[config.mk]
export PLATFORM = sky130hd
export DESIGN_NAME = periph_reset_ctrl
export DESIGN_NICKNAME = d
export VERILOG_FILES = /design/src/verilog/reset_ctrl_pkg.sv /design/src/verilog/masked_reg.sv /design/src/verilog/periph_reset_ctrl.sv
export SDC_FILE = /design/constraint.sdc
export NUM_CORES = 1
export LEC_CHECK = 0
export ABC_AREA = 1
export BUFFER_PORTS_ARGS = -buffer_cell sky130_fd_sc_hd__buf_2
export CORE_MARGIN = 2
export CORE_UTILIZATION = 38
export DETAILED_ROUTE_END_ITERATION = 6
export PLACE_DENSITY = 0.8
export SETUP_SLACK_MARGIN = 0.1
export SYNTH_ARGS = -nofsm -noshare
export SYNTH_HDL_FRONTEND = slang
export SYNTH_SLANG_ARGS = --single-unit
[constraint.sdc]
create_clock -name clock -period 0.88 [get_ports clock]
set_input_delay 0.176 -clock clock [delete_from_list [all_inputs] [get_ports clock]]
set_output_delay 0.176 -clock clock [all_outputs]
set_load 0.05 [all_outputs]
[src/verilog/reset_ctrl_pkg.sv]
// Purpose: shared constants and carriers for the peripheral soft reset control block
// Assumes: 32-bit register port, word registers at byte offsets
// Notes: implemented-bit masks define which positions are writable
package reset_ctrl_pkg;

	localparam logic [31:0] sysctl_base = 32'h400f_e000;
	localparam logic [11:0] off_reset_one = 12'h044;
	localparam logic [11:0] off_reset_two = 12'h048;
	localparam logic [31:0] reset_one_init = 32'h0000_0000;
	localparam logic [31:0] reset_two_init = 32'h0000_0000;

	// bit positions, first register
	localparam int pos_timer_two = 18;
	localparam int pos_timer_one = 17;
	localparam int pos_timer_zero = 16;
	localparam int pos_twowire_one = 14;
	localparam int pos_twowire_zero = 12;
	localparam int pos_sync_serial = 4;
	localparam int pos_async_one = 1;
	localparam int pos_async_zero = 0;

	// bit positions, second register
	localparam int pos_usb = 16;
	localparam int pos_micro_dma = 13;
	localparam int pos_port_e = 4;
	localparam int pos_port_a = 0;

	// writable positions
	localparam logic [31:0] impl_mask_one = 32'h0007_5013;
	localparam logic [31:0] impl_mask_two = 32'h0001_201f;

	// per-peripheral reset requests
	typedef struct packed {
		logic gp_timer_two_reset;
		logic gp_timer_one_reset;
		logic gp_timer_zero_reset;
		logic twowire_one_reset;
		logic twowire_zero_reset;
		logic sync_serial_reset;
		logic async_serial_one_reset;
		logic async_serial_zero_reset;
	} reset_group_one_t;

	typedef struct packed {
		logic usb_unit_reset;
		logic micro_dma_reset;
		logic [4:0] port_reset; // e..a
	} reset_group_two_t;

	// register port request
	typedef struct packed {
		logic [11:0] addr;
		logic [31:0] wdata;
		logic wr;
		logic rd;
	} reg_req_t;

endpackage

[src/verilog/masked_reg.sv]
// Purpose: one reset control word with capability-masked writes
// Assumes: write strobe one cycle wide
// Notes: unimplemented bits stay zero forever
`timescale 1ns/10ps
module masked_reg
	import reset_ctrl_pkg::*;
#(
	parameter logic [31:0] impl_mask = 32'h0000_0000,
	parameter logic [31:0] init_val = 32'h0000_0000
)
(
	input wire logic clock,
	input wire logic nrst,
	input wire logic wr_en,
	input wire logic [31:0] wdata,
	input wire logic [31:0] cap_mask,
	output logic [31:0] value
);
	logic [31:0] value_q;
	logic [31:0] keep_mask;

	// only present and implemented bits take the write
	assign keep_mask = impl_mask & cap_mask;

	// register update
	always_ff @(posedge clock or negedge nrst)
	begin
		if (!nrst)
			value_q <= init_val;
		else if (wr_en)
			value_q <= (value_q & ~keep_mask) | (wdata & keep_mask);
	end

	assign value = value_q;
endmodule // masked_reg

[src/verilog/periph_reset_ctrl.sv]
// Purpose: two software reset control registers driving peripheral resets
// Assumes: plain register port, read data one cycle after read strobe
// Notes: capability masks arrive as inputs from the capability registers
//
// Behaviour
// - first reset register at offset 0x044
// - second reset register at offset 0x048
// - both registers reset to zero
// - writes masked by capability register bits
// - bits 18,17,16 reset timers 2,1,0
// - bit 14 twowire one, 12 twowire zero
// - bit 4 sync serial, 1,0 uarts
// - second register: 16 usb, 13 dma
// - second register bits 4..0 ports e..a
// - reserved bits read zero, read-only
`timescale 1ns/10ps
module periph_reset_ctrl
	import reset_ctrl_pkg::*;
(
	input wire logic clock,
	input wire logic nrst,
	input wire logic [11:0] addr,
	input wire logic [31:0] wdata,
	input wire logic wr,
	input wire logic rd,
	output logic [31:0] rdata,
	input wire logic [31:0] capability_mask_two,
	input wire logic [31:0] capability_mask_four,
	output reset_group_one_t resets_one,
	output reset_group_two_t resets_two
);
	reg_req_t req;
	logic [31:0] reg_one;
	logic [31:0] reg_two;
	logic sel_one;
	logic sel_two;
	logic [31:0] rdata_q;
	reset_group_one_t resets_one_q;
	reset_group_two_t resets_two_q;

	// bundle the port
	assign req = '{addr: addr, wdata: wdata, wr: wr, rd: rd};

	// address decode
	assign sel_one = (req.addr == off_reset_one);
	assign sel_two = (req.addr == off_reset_two);

	// first control word
	masked_reg #(
		.impl_mask(impl_mask_one),
		.init_val(reset_one_init)
	) u_reg_one (
		.clock(clock),
		.nrst(nrst),
		.wr_en(req.wr & sel_one),
		.wdata(req.wdata),
		.cap_mask(capability_mask_two),
		.value(reg_one)
	);

	// second control word
	masked_reg #(
		.impl_mask(impl_mask_two),
		.init_val(reset_two_init)
	) u_reg_two (
		.clock(clock),
		.nrst(nrst),
		.wr_en(req.wr & sel_two),
		.wdata(req.wdata),
		.cap_mask(capability_mask_four),
		.value(reg_two)
	);

	// read data, unmapped reads return zero
	always_ff @(posedge clock or negedge nrst)
	begin
		if (!nrst)
			rdata_q <= 32'h0000_0000;
		else if (req.rd)
		begin
			if (sel_one)
				rdata_q <= reg_one;
			else if (sel_two)
				rdata_q <= reg_two;
			else
				rdata_q <= 32'h0000_0000;
		end
		else
			rdata_q <= 32'h0000_0000;
	end

	// peripheral reset outputs, registered copies of the control bits
	always_ff @(posedge clock or negedge nrst)
	begin
		if (!nrst)
		begin
			resets_one_q <= '0;
			resets_two_q <= '0;
		end
		else
		begin
			resets_one_q.gp_timer_two_reset <= reg_one[pos_timer_two];
			resets_one_q.gp_timer_one_reset <= reg_one[pos_timer_one];
			resets_one_q.gp_timer_zero_reset <= reg_one[pos_timer_zero];
			resets_one_q.twowire_one_reset <= reg_one[pos_twowire_one];
			resets_one_q.twowire_zero_reset <= reg_one[pos_twowire_zero];
			resets_one_q.sync_serial_reset <= reg_one[pos_sync_serial];
			resets_one_q.async_serial_one_reset <= reg_one[pos_async_one];
			resets_one_q.async_serial_zero_reset <= reg_one[pos_async_zero];
			resets_two_q.usb_unit_reset <= reg_two[pos_usb];
			resets_two_q.micro_dma_reset <= reg_two[pos_micro_dma];
			resets_two_q.port_reset <= reg_two[pos_port_e:pos_port_a];
		end
	end

	assign rdata = rdata_q;
	assign resets_one = resets_one_q;
	assign resets_two = resets_two_q;
endmodule // periph_reset_ctrl

==> flow_summary.json <==
{
  "status": "finished, violations left",
  "violations": "negative setup slack",
  "layout_setup_ws_ns": -0.160,
  "worstReg2RegEnd": "rdata[1]",
  "cts_tree": "yes",
  "yosysWarnings": 0,
  "grt_max_degree": 33,
  "synthMuxAreaShare": 0,
  "synth.top_cells.by_area": "dfrtp_1 55%, nand2_1 10%, nand4_1 10%, buf_4 8.4%, nor2_1 3.4%",
  "peakVddDrop_v": 0.00103,
  "min_period_ns": 1.04,
  "avgSynthCellArea_um2": 9.30,
  "synthSimpleGateAreaFrac": 0.305,
  "drv_slew": 0,
  "wire_per_inst_um": 12.4,
  "synth_cell_type_count": 17,
  "synthXorXnorAreaFrac": 0,
  "root_buffer": "clkbuf_8",
  "grt_pass1_vias": 1499,
  "globalplace.congestion": 0.783,
  "cp-startpoint": "resets_two[3]",
  "antenna_found_initial": 0,
  "slowest_stage": "dfrtp_1",
  "overflow": 0,
  "synth_top_family_by_area": "simple AND/OR/NAND/NOR gates",
  "dpl_worst_slack_ns": -0.313,
  "via_per_inst": 4.53,
  "netlist.area_leader.share": 0.549,
  "dieArea_um2": 5500,
  "p_per_area_nw_per_um2": 1430,
  "synth_area_um2": 1870,
  "cts_buffers": 5,
  "grt_pass1_wl_um": 6840,
  "vias": 1593,
  "first_pass_iters": 4,
  "crit_fanout": 1,
  "post-route-period-util": 1.18,
  "nets": 396,
  "ys_seq_elements": 41,
  "crit_family": "flip-flops",
  "synth_top_cell_by_area": "dfrtp_1",
  "setup.worst_path.start_class": "flop",
  "die_w_um": 74.1,
  "io_pins": 159,
  "diodes": 0,
  "cts_htree_levels": 2,
  "ys_seq_area_frac": 0.549,
  "slowest_delay_ns": 0.40,
  "hpwl_um": 3020,
  "hold_path_class": "primary input to flop",
  "synth-compound-area-share": 0.00803,
  "core_um2": 4720,
  "rrSetupSlack_ns": 0.14,
  "cp-end-kind": "primary output",
  "cp_data_arrival_time_ns": 0.86,
  "drtIter0Drc": 116,
  "fmax_mhz": 962,
  "leakage_nw": 1.46,
  "cts_buffer_depth": 2,
  "num_rows": 25,
  "start_util": 0.396,
  "clock-sinks": 41,
  "crit_buf_inv": 1,
  "min_path_cells": 3,
  "routed_wl_um": 4360,
  "final_area_um2": 2780,
  "die_h_um": 74.1,
  "required_ns": 0.70,
  "ant_nets": 0,
  "min_from": "capability_mask_four[1]",
  "drv_cap": 0,
  "fin_skew_ns": 0.00959,
  "crit_chain": "buf_6",
  "portBuffers": 67,
  "syn_inst": 201,
  "critPathKind": "flop to primary output",
  "track_usage": 0.168,
  "synth_fa_ha_area_frac": 0,
  "dpl_cell_area_um2": 2320,
  "path_clk_slew_ns": 0.08,
  "syn_to_final_growth_pct": 48.7,
  "finalHoldViolCount": 0,
  "drc_errors": 0,
  "rsz0062_at_grt": "true",
  "clk_latency_ns": 0.29,
  "drive_above_1_share": 0.439,
  "path_depth": 1,
  "worst-r2r-cell-count": 4,
  "setup_violations": 26
}
==> layer usage <==
| metal | track usage | vias to the layer above | share of wire | wire (µm) |
|---|---|---|---|---|
| li1 | - | 773 | - | - |
| met1 | 0.199 | 735 | 0.40 | 1760 |
| met2 | 0.289 | 77 | 0.50 | 2190 |
| met3 | 0.0447 | 8 | 0.077 | 337 |
| met4 | 0.0667 | 0 | 0.016 | 68 |
| met5 | 0 | - | 0 | 0 |
==> power breakdown <==
group,leakage (nW),internal [W],switching [W]
Sequential,0.573,0.00189,0.00000208
Combinational,0.826,0.000169,0.000392
Clock,0.0585,0.000924,0.000604
==> layout by cell type, fill, tap and decap left out <==
| cell type | instances |
|---|---|
| clkinv_4 | 1 |
| buf_2 | 31 |
| clkbuf_1 | 1 |
| nor3_4 | 2 |
| dfrtp_1 | 41 |
| inv_1 | 9 |
| buf_6 | 35 |
| nand2_1 | 43 |
| nand4_1 | 30 |
| dlygate4sd3_1 | 1 |
| buf_12 | 2 |
| clkbuf_8 | 6 |
| conb_1 | 21 |
| o21ai_1 | 1 |
| o21ai_0 | 2 |
| nor2_4 | 12 |
| nor2_2 | 2 |
| inv_2 | 9 |
| clkbuf_4 | 1 |
| nor2_1 | 11 |
| bufinv_16 | 1 |
| buf_8 | 3 |
| nand2_4 | 5 |
| inv_4 | 1 |
| nand2_2 | 6 |
| buf_4 | 8 |
==> stage by stage <==
stage	std cells	utilization	TNS [ns]	hold slack, ns	power [W]
after detailed placement	338	0.491	-6.98	0.0553	0.00241
after floorplan	221	-	-0.103	-0.120	0.00228
after global routing	352	0.588	-4.02	0.141	0.00409
after CTS	351	0.579	-3.05	0.133	0.00397
final	352	0.588	-2.99	0.126	0.00398
after global placement	338	0.491	-6.10	0.0544	0.00240
==> worst max path at each step <==
stage	endpoint	slack, ns
6_report	resets_two[3]	-0.16
5_1_grt	resets_two[3]	-0.17
4_1_cts	resets_two[1]	-0.15
3_5_place_dp	rdata[18]	-0.31
3_3_place_gp	rdata[12]	-0.30
2_1_floorplan	rdata[12]	-0.01
==> layout make-up <==
class | count | area [µm²]
clock buffer | 7 | 86.3
clock inverter | 1 | 30.0
fill | 393 | 1940
inverter | 20 | 82.6
multi-input combinational | 135 | 758
sequential | 41 | 1030
tap | 67 | 83.8
timing repair buffer | 81 | 712
==> cells by family after synthesis <==
family,after synthesis
buffers and inverters,45
AO/OA/AOI/OAI,3
flip-flops,41
other,1
AND/OR/NAND/NOR,111
==> cell usage after synthesis, drive strengths merged <==
master,count
conb,1
inv,19
nand4,30
dfrtp,41
o21ai,3
nor2,25
buf,23
nand2,54
clkinv,1
clkbuf,2
nor3,2
==> repair_timing <==
action | CTS | global route
resized for setup | 82 | 11
hold buffers | 1 | 0
pin swaps | 30 | 36
buffers inserted | 4 | 1
hold endpoints to repair | 9 | 0
endpoints found under the setup margin | 52 | 84
Power figures use the tool's default switching activity.
